**config.mk**
```make
export PLATFORM = sky130hd
export DESIGN_NAME = xtd_capture
export DESIGN_NICKNAME = d
export VERILOG_FILES = /design/src/inc/xtd_pkg.sv /design/src/inc/xtd_cfg_if.sv /design/src/design/xtd_capture.sv /design/src/design/xtd_label_map.sv /design/src/design/xtd_strobe.sv
export SDC_FILE = /design/constraint.sdc
export NUM_CORES = 1
export LEC_CHECK = 0
export BUFFER_PORTS_ARGS = -buffer_cell sky130_fd_sc_hd__buf_2
export CAP_MARGIN = 10
export CORE_UTILIZATION = 61
export CTS_CLUSTER_DIAMETER = 80
export DETAILED_ROUTE_END_ITERATION = 10
export PLACE_DENSITY = 0.84
export SETUP_SLACK_MARGIN = 0.3
export SLEW_MARGIN = 30
export SYNTH_ARGS = -nofsm -noshare
export SYNTH_HDL_FRONTEND = slang
export SYNTH_SLANG_ARGS = --single-unit
```
**constraint.sdc**
```tcl
create_clock -name pclk -period 4.1 [get_ports pclk]
set_input_delay 1.025 -clock pclk [delete_from_list [all_inputs] [get_ports pclk]]
set_output_delay 1.025 -clock pclk [all_outputs]
set_load 0.01 [all_outputs]
```
**src/inc/xtd_pkg.sv**
```systemverilog
package xtd_pkg;

  // ------------------------------------------------------------
  // sizes
  // ------------------------------------------------------------
  localparam int XTD_NCH   = 16;
  localparam int XTD_NLBL  = 8;
  localparam int XTD_NSTRB = 4;

  // ------------------------------------------------------------
  // register offsets (byte addresses)
  // ------------------------------------------------------------
  localparam logic [7:0] XTD_OFS_CTRL   = 8'h00;
  localparam logic [7:0] XTD_OFS_THRESH = 8'h04;
  localparam logic [7:0] XTD_OFS_COMMIT = 8'h08;
  localparam logic [7:0] XTD_OFS_STATUS = 8'h0c;
  localparam logic [7:0] XTD_OFS_LABEL  = 8'h20;

  // ------------------------------------------------------------
  // field positions
  // ------------------------------------------------------------
  localparam int XTD_CTRL_EMU_POS   = 0;
  localparam int XTD_CTRL_MODE_POS  = 1;
  localparam int XTD_CTRL_SLAVE_POS = 3;
  localparam int XTD_CTRL_EDGE_POS  = 5;
  localparam int XTD_THR_LO_POS     = 0;
  localparam int XTD_THR_LOSEL_POS  = 8;
  localparam int XTD_THR_HI_POS     = 16;
  localparam int XTD_THR_HISEL_POS  = 24;
  localparam int XTD_LBL_DEF_POS    = 0;
  localparam int XTD_LBL_NEG_POS    = 1;
  localparam int XTD_LBL_START_POS  = 2;
  localparam int XTD_LBL_WIDTH_POS  = 6;
  localparam int XTD_ST_MODE_POS    = 0;
  localparam int XTD_ST_SLAVE_POS   = 2;
  localparam int XTD_ST_SEEN_POS    = 4;
  localparam int XTD_ST_EMU_POS     = 5;
  localparam int XTD_ST_CNT_POS     = 8;
  localparam int XTD_EDGE_RISE_BIT  = 0;
  localparam int XTD_EDGE_FALL_BIT  = 1;

  // ------------------------------------------------------------
  // threshold coding, millivolts
  // ------------------------------------------------------------
  localparam int XTD_THR_MIN_MV  = -6400;
  localparam int XTD_THR_STEP_MV = 50;
  localparam int XTD_TTL_MV      = 1400;
  localparam int XTD_CMOS_MV     = 2500;
  localparam int XTD_ECL_MV      = -1300;

  function automatic logic [7:0] xtd_mv_to_code(input int mv);
    int c;
    c = (mv - XTD_THR_MIN_MV) / XTD_THR_STEP_MV;
    return c[7:0];
  endfunction : xtd_mv_to_code

  localparam logic [7:0] XTD_THR_TTL  = xtd_mv_to_code(XTD_TTL_MV);
  localparam logic [7:0] XTD_THR_CMOS = xtd_mv_to_code(XTD_CMOS_MV);
  localparam logic [7:0] XTD_THR_ECL  = xtd_mv_to_code(XTD_ECL_MV);

  // ------------------------------------------------------------
  // types
  // ------------------------------------------------------------
  typedef enum logic [1:0] {XTD_MODE_EMU, XTD_MODE_STATE, XTD_MODE_TIMING} xtd_mode_e;
  typedef enum logic [1:0] {XTD_SLV_OFF, XTD_SLV_MIXED, XTD_SLV_DEMUX} xtd_slave_e;
  typedef enum logic [1:0] {XTD_THR_RAW, XTD_THR_SEL_TTL, XTD_THR_SEL_CMOS, XTD_THR_SEL_ECL} xtd_thr_e;

  typedef struct packed {
    logic       def;
    logic       neg;
    logic [3:0] start;
    logic [4:0] width;
  } xtd_lbl_s;
  typedef xtd_lbl_s [XTD_NLBL-1:0] xtd_lbl_t;

  typedef struct packed {
    logic       emu_ctrl;
    xtd_mode_e  mode;
    xtd_slave_e slave;
    logic [7:0] edges;
    logic [7:0] thr_lo;
    logic [7:0] thr_hi;
    xtd_lbl_t   labels;
  } xtd_cfg_s;

  // ------------------------------------------------------------
  // reset values
  // ------------------------------------------------------------
  localparam xtd_lbl_s XTD_LBL_ALL = '{def: 1'b1, neg: 1'b0, start: 4'h0, width: 5'h10};
  localparam xtd_lbl_t XTD_LBL_RST =
    xtd_lbl_t'({{((XTD_NLBL-1)*$bits(xtd_lbl_s)){1'b0}}, XTD_LBL_ALL});
  localparam xtd_cfg_s XTD_CFG_RST = '{emu_ctrl: 1'b1, mode: XTD_MODE_EMU, slave: XTD_SLV_OFF,
                                       edges: 8'h00, thr_lo: XTD_THR_TTL, thr_hi: XTD_THR_TTL,
                                       labels: XTD_LBL_RST};

  // a preset select overrides the raw code
  function automatic logic [7:0] xtd_thr_pick(input xtd_thr_e sel, input logic [7:0] raw);
    case (sel)
      XTD_THR_SEL_TTL:  return XTD_THR_TTL;
      XTD_THR_SEL_CMOS: return XTD_THR_CMOS;
      XTD_THR_SEL_ECL:  return XTD_THR_ECL;
      default:          return raw;
    endcase
  endfunction : xtd_thr_pick

endpackage : xtd_pkg

```
**src/inc/xtd_cfg_if.sv**
```systemverilog
`timescale 1ns/1ps
// ------------------------------------------------------------
// configuration and slave-clock carrier between core and helpers
// ------------------------------------------------------------
interface xtd_cfg_if import xtd_pkg::*; ();
  logic [7:0]  edge_sel;
  logic        slave_pulse;
  xtd_lbl_t    labels;
  logic [15:0] pol_mask;

  modport core (output edge_sel, output labels, input slave_pulse, input pol_mask);
  modport strb (input edge_sel, output slave_pulse);
  modport lbl  (input labels, output pol_mask);
endinterface : xtd_cfg_if

```
**src/design/xtd_capture.sv**
```systemverilog
`timescale 1ns/1ps
module xtd_capture import xtd_pkg::*; (
  input  wire logic         pclk,
  input  wire logic         presetn,
  input  wire logic         psel,
  input  wire logic         penable,
  input  wire logic         pwrite,
  input  wire logic [7:0]   paddr,
  input  wire logic [31:0]  pwdata,
  output logic      [31:0]  prdata,
  output logic              pready,
  output logic              pslverr,
  input  wire logic [15:0]  ch_pin,
  input  wire logic         master_clk_pin,
  input  wire logic         strobe_j,
  input  wire logic         strobe_k,
  input  wire logic         strobe_l,
  input  wire logic         strobe_m,
  output logic      [7:0]   thresh_lo,
  output logic      [7:0]   thresh_hi,
  output logic      [1:0]   ana_mode,
  output logic      [15:0]  main_data,
  output logic              main_valid,
  output logic      [15:0]  ext_data,
  output logic              ext_valid
);

  // ------------------------------------------------------------
  // state
  // ------------------------------------------------------------
  typedef struct packed {
    logic [15:0] ch_s1;
    logic [15:0] ch_s2;
    logic        emu_s1;
    logic        emu_s2;
    logic        emu_d;
    logic [7:0]  latch;
    logic        seen;
    xtd_cfg_s    stg;
    xtd_cfg_s    act;
    logic [15:0] raw;
    logic [15:0] main_data;
    logic        main_valid;
    logic [15:0] ext_data;
    logic        ext_valid;
    logic [7:0]  cnt;
    logic [31:0] prdata;
  } xtd_core_s;

  xtd_core_s  r;
  xtd_core_s  next_r;
  xtd_slave_e eff_slave;
  logic       master;
  logic       wr;
  logic       commit;
  logic [7:0] lo_byte;
  logic [15:0] polar;

  xtd_cfg_if cfg ();

  // ------------------------------------------------------------
  // helpers
  // ------------------------------------------------------------
  xtd_strobe u_strobe (
    .pclk     (pclk),
    .presetn  (presetn),
    .strobe_j (strobe_j),
    .strobe_k (strobe_k),
    .strobe_l (strobe_l),
    .strobe_m (strobe_m),
    .cfg      (cfg.strb)
  );

  xtd_label_map u_label (
    .cfg (cfg.lbl)
  );

  assign cfg.edge_sel = r.act.edges;
  assign cfg.labels   = r.act.labels;

  // ------------------------------------------------------------
  // address decode
  // ------------------------------------------------------------
  function automatic logic is_label(input logic [7:0] a);
    return (a[7:5] == XTD_OFS_LABEL[7:5]) && (a[1:0] == 2'b00);
  endfunction : is_label

  function automatic logic addr_ok(input logic [7:0] a);
    return (a == XTD_OFS_CTRL) || (a == XTD_OFS_THRESH) || (a == XTD_OFS_COMMIT) ||
           (a == XTD_OFS_STATUS) || is_label(a);
  endfunction : addr_ok

  function automatic logic [31:0] lbl_word(input xtd_lbl_s l);
    logic [31:0] w;
    w = 32'h0000_0000;
    w[XTD_LBL_DEF_POS]                      = l.def;
    w[XTD_LBL_NEG_POS]                      = l.neg;
    w[XTD_LBL_START_POS +: 4]               = l.start;
    w[XTD_LBL_WIDTH_POS +: 5]               = l.width;
    return w;
  endfunction : lbl_word

  // ------------------------------------------------------------
  // mode decode and slave interval sampling
  // ------------------------------------------------------------
  // slave clocks only exist in state mode; emulation always samples direct
  assign eff_slave = (r.act.mode == XTD_MODE_STATE) ? r.act.slave : XTD_SLV_OFF;
  assign master    = r.emu_s2 & ~r.emu_d;
  assign wr        = psel & penable & pwrite;
  assign commit    = wr & (paddr == XTD_OFS_COMMIT);
  // latched byte only if a slave edge came in this interval
  assign lo_byte   = r.seen ? r.latch : r.ch_s2[7:0];

  always_comb begin
    next_r            = r;
    next_r.ch_s1      = ch_pin;
    next_r.ch_s2      = r.ch_s1;
    next_r.emu_s1     = master_clk_pin;
    next_r.emu_s2     = r.emu_s1;
    next_r.emu_d      = r.emu_s2;
    next_r.main_valid = 1'b0;
    next_r.ext_valid  = 1'b0;
    polar             = 16'h0000;

    // a master sample opens a fresh interval
    if (master) begin
      next_r.seen = 1'b0;
    end
    // later slave edges are dropped; a slave edge in the master cycle counts for the next interval
    if (cfg.slave_pulse && (!r.seen || master)) begin
      next_r.latch = r.ch_s2[7:0];
      next_r.seen  = 1'b1;
    end

    if (master) begin
      case (eff_slave)
        XTD_SLV_MIXED: begin
          next_r.raw = {r.ch_s2[15:8], lo_byte};
        end
        XTD_SLV_DEMUX: begin
          next_r.raw = {r.ch_s2[7:0], lo_byte};
        end
        default: begin
          next_r.raw = r.ch_s2;
        end
      endcase
      polar      = next_r.raw ^ cfg.pol_mask;
      next_r.cnt = r.cnt + 8'h01;
      case (r.act.mode)
        XTD_MODE_EMU: begin
          next_r.main_data  = polar;
          next_r.main_valid = 1'b1;
        end
        XTD_MODE_STATE: begin
          next_r.ext_data  = polar;
          next_r.ext_valid = 1'b1;
        end
        default: begin
          next_r.cnt = r.cnt; // timing path lives elsewhere
        end
      endcase
    end

    // register writes land in the staged copy
    if (wr) begin
      if (paddr == XTD_OFS_CTRL) begin
        next_r.stg.emu_ctrl = pwdata[XTD_CTRL_EMU_POS];
        next_r.stg.mode     = xtd_mode_e'(pwdata[XTD_CTRL_MODE_POS +: 2]);
        next_r.stg.slave    = xtd_slave_e'(pwdata[XTD_CTRL_SLAVE_POS +: 2]);
        next_r.stg.edges    = pwdata[XTD_CTRL_EDGE_POS +: 8];
      end
      if (paddr == XTD_OFS_THRESH) begin
        next_r.stg.thr_lo = xtd_thr_pick(xtd_thr_e'(pwdata[XTD_THR_LOSEL_POS +: 2]),
                                         pwdata[XTD_THR_LO_POS +: 8]);
        next_r.stg.thr_hi = xtd_thr_pick(xtd_thr_e'(pwdata[XTD_THR_HISEL_POS +: 2]),
                                         pwdata[XTD_THR_HI_POS +: 8]);
      end
      if (is_label(paddr)) begin
        next_r.stg.labels[paddr[4:2]].def   = pwdata[XTD_LBL_DEF_POS];
        next_r.stg.labels[paddr[4:2]].neg   = pwdata[XTD_LBL_NEG_POS];
        next_r.stg.labels[paddr[4:2]].start = pwdata[XTD_LBL_START_POS +: 4];
        next_r.stg.labels[paddr[4:2]].width = pwdata[XTD_LBL_WIDTH_POS +: 5];
      end
    end

    // whole table copied, so old labels do not survive a commit
    if (commit && r.stg.emu_ctrl) begin
      next_r.act = r.stg;
    end

    // read data staged in the setup phase, valid in the access phase
    if (psel && !penable && !pwrite) begin
      next_r.prdata = 32'h0000_0000;
      if (paddr == XTD_OFS_CTRL) begin
        next_r.prdata[XTD_CTRL_EMU_POS]        = r.stg.emu_ctrl;
        next_r.prdata[XTD_CTRL_MODE_POS +: 2]  = r.stg.mode;
        next_r.prdata[XTD_CTRL_SLAVE_POS +: 2] = r.stg.slave;
        next_r.prdata[XTD_CTRL_EDGE_POS +: 8]  = r.stg.edges;
      end
      if (paddr == XTD_OFS_THRESH) begin
        next_r.prdata[XTD_THR_LO_POS +: 8] = r.stg.thr_lo;
        next_r.prdata[XTD_THR_HI_POS +: 8] = r.stg.thr_hi;
      end
      if (paddr == XTD_OFS_STATUS) begin
        next_r.prdata[XTD_ST_MODE_POS +: 2]  = r.act.mode;
        next_r.prdata[XTD_ST_SLAVE_POS +: 2] = r.act.slave;
        next_r.prdata[XTD_ST_SEEN_POS]       = r.seen;
        next_r.prdata[XTD_ST_EMU_POS]        = r.stg.emu_ctrl;
        next_r.prdata[XTD_ST_CNT_POS +: 8]   = r.cnt;
      end
      if (is_label(paddr)) begin
        next_r.prdata = lbl_word(r.stg.labels[paddr[4:2]]);
      end
    end
  end

  // ------------------------------------------------------------
  // registers
  // ------------------------------------------------------------
  always_ff @(posedge pclk or negedge presetn) begin
    if (!presetn) begin
      r     <= '0;
      r.stg <= XTD_CFG_RST;
      r.act <= XTD_CFG_RST;
    end else begin
      r <= next_r;
    end
  end

  // ------------------------------------------------------------
  // outputs
  // ------------------------------------------------------------
  assign prdata     = r.prdata;
  assign pready     = 1'b1;
  assign pslverr    = psel & penable & ~addr_ok(paddr);
  assign thresh_lo  = r.act.thr_lo;
  assign thresh_hi  = r.act.thr_hi;
  assign ana_mode   = r.act.mode;
  assign main_data  = r.main_data;
  assign main_valid = r.main_valid;
  assign ext_data   = r.ext_data;
  assign ext_valid  = r.ext_valid;
endmodule : xtd_capture

```
**src/design/xtd_label_map.sv**
```systemverilog
`timescale 1ns/1ps
module xtd_label_map import xtd_pkg::*; (
  xtd_cfg_if.lbl cfg
);

  // label bounds; malformed entries are simply ignored
  function automatic logic covers(input xtd_lbl_s l, input int bit_idx);
    int s;
    int w;
    s = int'(l.start);
    w = int'(l.width);
    return l.def && (w > 0) && (s + w <= XTD_NCH) && (bit_idx >= s) && (bit_idx < s + w);
  endfunction : covers

  // ------------------------------------------------------------
  // a channel reads inverted when a negative label covers it
  // ------------------------------------------------------------
  always_comb begin
    cfg.pol_mask = 16'h0000;
    for (int b = 0; b < XTD_NCH; b++) begin
      for (int i = 0; i < XTD_NLBL; i++) begin
        if (covers(cfg.labels[i], b) && cfg.labels[i].neg) begin
          cfg.pol_mask[b] = 1'b1;
        end
      end
    end
  end

endmodule : xtd_label_map

```
**src/design/xtd_strobe.sv**
```systemverilog
`timescale 1ns/1ps
module xtd_strobe import xtd_pkg::*; (
  input  wire logic  pclk,
  input  wire logic  presetn,
  input  wire logic  strobe_j,
  input  wire logic  strobe_k,
  input  wire logic  strobe_l,
  input  wire logic  strobe_m,
  xtd_cfg_if.strb    cfg
);

  typedef struct packed {
    logic [XTD_NSTRB-1:0] s1;
    logic [XTD_NSTRB-1:0] s2;
    logic [XTD_NSTRB-1:0] d;
  } xtd_strb_s;

  xtd_strb_s r;
  xtd_strb_s next_r;
  logic      pulse;

  // ------------------------------------------------------------
  // synchronise strobes; j,k from probe, l,m from emulator
  // ------------------------------------------------------------
  always_comb begin
    next_r    = r;
    next_r.s1 = {strobe_m, strobe_l, strobe_k, strobe_j};
    next_r.s2 = r.s1;
    next_r.d  = r.s2;
    pulse     = 1'b0;
    // edges compared on s2 only, s1 stays a pure synchroniser stage
    for (int i = 0; i < XTD_NSTRB; i++) begin
      pulse = pulse | (cfg.edge_sel[2*i+XTD_EDGE_RISE_BIT] & r.s2[i] & ~r.d[i])
                    | (cfg.edge_sel[2*i+XTD_EDGE_FALL_BIT] & ~r.s2[i] & r.d[i]);
    end
  end

  always_ff @(posedge pclk or negedge presetn) begin
    if (!presetn) begin
      r <= '0;
    end else begin
      r <= next_r;
    end
  end

  assign cfg.slave_pulse = pulse;

endmodule : xtd_strobe

```
==> flow_metrics.tcl <==
set metrics [dict create \
    nNetsFinal 2039 \
    place_inst 2315 \
    syn_avg_cell_area_um2 10.5 \
    clock-sinks 355 \
    crit_path_start_kind "flop" \
    worst-slew-pin-transition_ns 0.832 \
    dpl.hpwl_um 39400 \
    p_int_uw 5970 \
    die_area_mm2 0.0332 \
    start_util_pct 62.3 \
    synth_edf_count 0 \
    layout_min_cycle_time_ns 3.66 \
    io_buffer_count 133 \
    cts_buffers 38 \
    p_clk_share_pct 47.6 \
    yosys_most_used_dff "dfrtp_1" \
    rows 65 \
    netlist_area_mm2 0.0198 \
    netlist_top_cells_area "dfrtp_1 42%, mux2_2 11%, nand2_1 3.7%" \
    slew_viol_final 0 \
    cp-startpoint "cfg.labels[77]" \
    endpoint "ext_data[11]" \
    diodes 0 \
    slowest_stage "dfrtp_1" \
    min_from "next_r[337]" \
    cts_max_path_buffers 3 \
    drc 0 \
    power.density_mw_per_mm2 358 \
    final-instance-count-excl-fill 2386 \
    cp-end-kind "flop" \
    synth_cells 1893 \
    cp_data_arrival_time_ns 4.06 \
    die_h_um 182 \
    clk_latency_ns 0.56 \
    path_cells "ha_1 > fa_1 > buf_4 > nand2b_1 > nor4_1 > a31oi_1 > o211ai_1 > a2bb2o_1 > a311oi_1 > nand4_1 > xor2_1 > o21ai_1" \
    wire_per_inst_um 23.8 \
    crit_buf_inv 1 \
    finalSetupTns_ns 0 \
    ios 152 \
    coreArea_mm2 0.0318 \
    clock-skew-final_ns 0.0269 \
    dr_total_vias 15600 \
    hold_class "reg2reg" \
    antenna_left 0 \
    holdWs_ns 0.348 \
    irDropWorstVdd_mv 0.411 \
    rsz0062_at_grt "false" \
    r2r_cells 12 \
    criticalPathCategory "reg2reg" \
    finalSetupViolCount 0 \
    rr_startpoint "cfg.labels[77]" \
    max-slew-margin-rel_pct 44.3 \
    first_global_vias 15300 \
    status "finished, final reports clean" \
    cts-root-buf "clkbuf_16" \
    critPathMaxFanout 10 \
    synth_cell_types 93 \
    switching_power_uw 1830 \
    ys_ff_latch 355 \
    seq_area_frac_synth_pct 45.0 \
    period_share_pct 89.4 \
    async_reset_ff_share_pct 100 \
    grt_max_degree 87 \
    h-tree-depth 2 \
    grt_first_pass_wirelength_um 87800 \
    hold_viol_final 0 \
    dr.pass1.iters 8 \
    max_freq_ghz 0.273 \
    die_x_um 182 \
    share_seq_of_total_power_pct 47.4 \
    crit_required_ns 4.50 \
    synthTopCellsByCount "334 x dfrtp_1, 199 x mux2_2, 196 x nand2_1" \
    yosysWarnings 0 \
    avgViaCountPerCell 6.56 \
    r2r_slack_ns 0.44 \
    place.gp.congestion 1.06 \
    power_frac_comb_pct 5.1 \
    netSwitchingFraction_pct 23.5 \
    cp_slowest_stage_delay_ns 0.41 \
    drt_wl_total_um 56800 \
    clk_pin_slew_ns 0.06 \
    synth_most_common_cell "dfrtp_1" \
    yosys.area.top_type "dfrtp_1" \
    reg2reg_to "ext_data[11]" \
    synthToLayoutAreaGrowth_pct 10.0 \
    grt_use_total_pct 34.6 \
    antenna_found_initial 3 \
    crit_family "compound AO/OA/AOI/OAI gates" \
    drt_iter0_markers 1847 \
    synth_top_area_share_pct 42.2 \
    tritoncts "yes" \
    leakagePower_uw 0.0103 \
    drive_gt1_share_pct 26.5 \
    worst_slack_ns 0.436 \
    crit_cells 12 \
    dp_slack_ns 0.334 \
    grt_overflow 0 \
    drv_cap 0 \
]
-- stage by stage --
stage	power, uW	cell area [um^2]	util (%)
after floorplan	3970	19800	-
after global placement	4120	20400	64.0
after detailed placement	4140	20400	64.0
after CTS	7810	21700	68.3
after global routing	8010	21800	68.6
final	7790	21800	68.6
-- how the worst min path moves through the flow --
stage | end | slack [ns] | cells after the start
final | r[337] | 0.35 | 0
after CTS | r[337] | 0.35 | 0
after floorplan | next_r[333] | 0.33 | 0
after global routing | next_r[333] | 0.35 | 0
after global placement | r[337] | 0.33 | 0
after detailed placement | r[337] | 0.33 | 0
-- final cells by class --
class | count | area, um^2
clock buffers | 51 | 1050
fillers | 2251 | 10000
inverters | 45 | 169
well taps | 435 | 544
flip-flops and latches | 355 | 8910
multi-input cells | 1310 | 9780
repair buffers | 172 | 1040
clock inverters | 18 | 300
-- routing by layer --
metal / vias up / global-route usage (%) / part of all wire [%]
li1: 6856 / - / -
met1: 7715 / 46.5 / 40
met2: 880 / 53.7 / 46
met3: 189 / 6.53 / 8.9
met4: 2 / 18.3 / 5.5
met5: - / 0 / 0.033
-- power groups by stage --
stage / combinational (uW) / clock (uW) / sequential, uW
3_5_place_dp: 391 / 0 / 3750
5_1_grt: 435 / 3870 / 3700
4_1_cts: 397 / 3720 / 3690
6_report: 394 / 3710 / 3690
3_3_place_gp: 375 / 0 / 3740
2_1_floorplan: 246 / 0 / 3720
-- state kept, by name, summed over array words and instances, names as in the netlist, 2 cells and up --
name,cells
r,153
cfg.labels,88
prdata,24
next_r,18
ext_data,16
main_data,16
cfg.edge_sel,8
thresh_hi,8
thresh_lo,8
u_strobe.next_r,8
u_strobe.r,4
ana_mode,2
-- layout by cell type, fill, tap and decap left out, types with 9 or more instances in the layout --
master       n
a211oi_1    23
o211ai_1    19
nor3_1      36
clkbuf_16   38
a21oi_1     58
dfstp_2     21
mux2_2     199
mux2i_1     25
o31ai_1     10
a22oi_1     21
a21o_1      18
o22ai_1      9
xor2_1      18
nor4_1      17
nand2_1    195
nor2_1      95
ha_1        43
o221ai_1    14
buf_2      132
a22o_1      13
o21ai_1     15
xnor2_1     25
or2_2        9
nand2b_1    26
nand3_1     26
o21ai_0    108
nor2b_1     31
inv_1       42
a32oi_1     10
or4_1        9
mux4_2      22
and2_1      13
dfrtp_1    331
nand4_1     16
or3_1       11
conb_1       9
buf_4       33
and3_1      15
o21a_1      19
-- cell families (layout without fill, tap and decap cells) --
family	count (synthesis)	in the layout	share of synthesized area, %
and+or+nand+nor	530	530	13.1
AOI/OAI and AO/OA	427	427	14.9
DFF	355	355	45.0
muxes	246	246	15.1
buffers and inverters	235	286	6.21
adders and majority gates	51	51	3.52
xor gates and xnor gates	47	47	2.19
other	2	9	0.0379
-- timing repair --
action	in CTS	in global routing
hold buffers	0	0
resized for setup	0	13
endpoints found under the setup margin	0	28
buffers inserted	0	2
(Power assumes the default switching activity.)
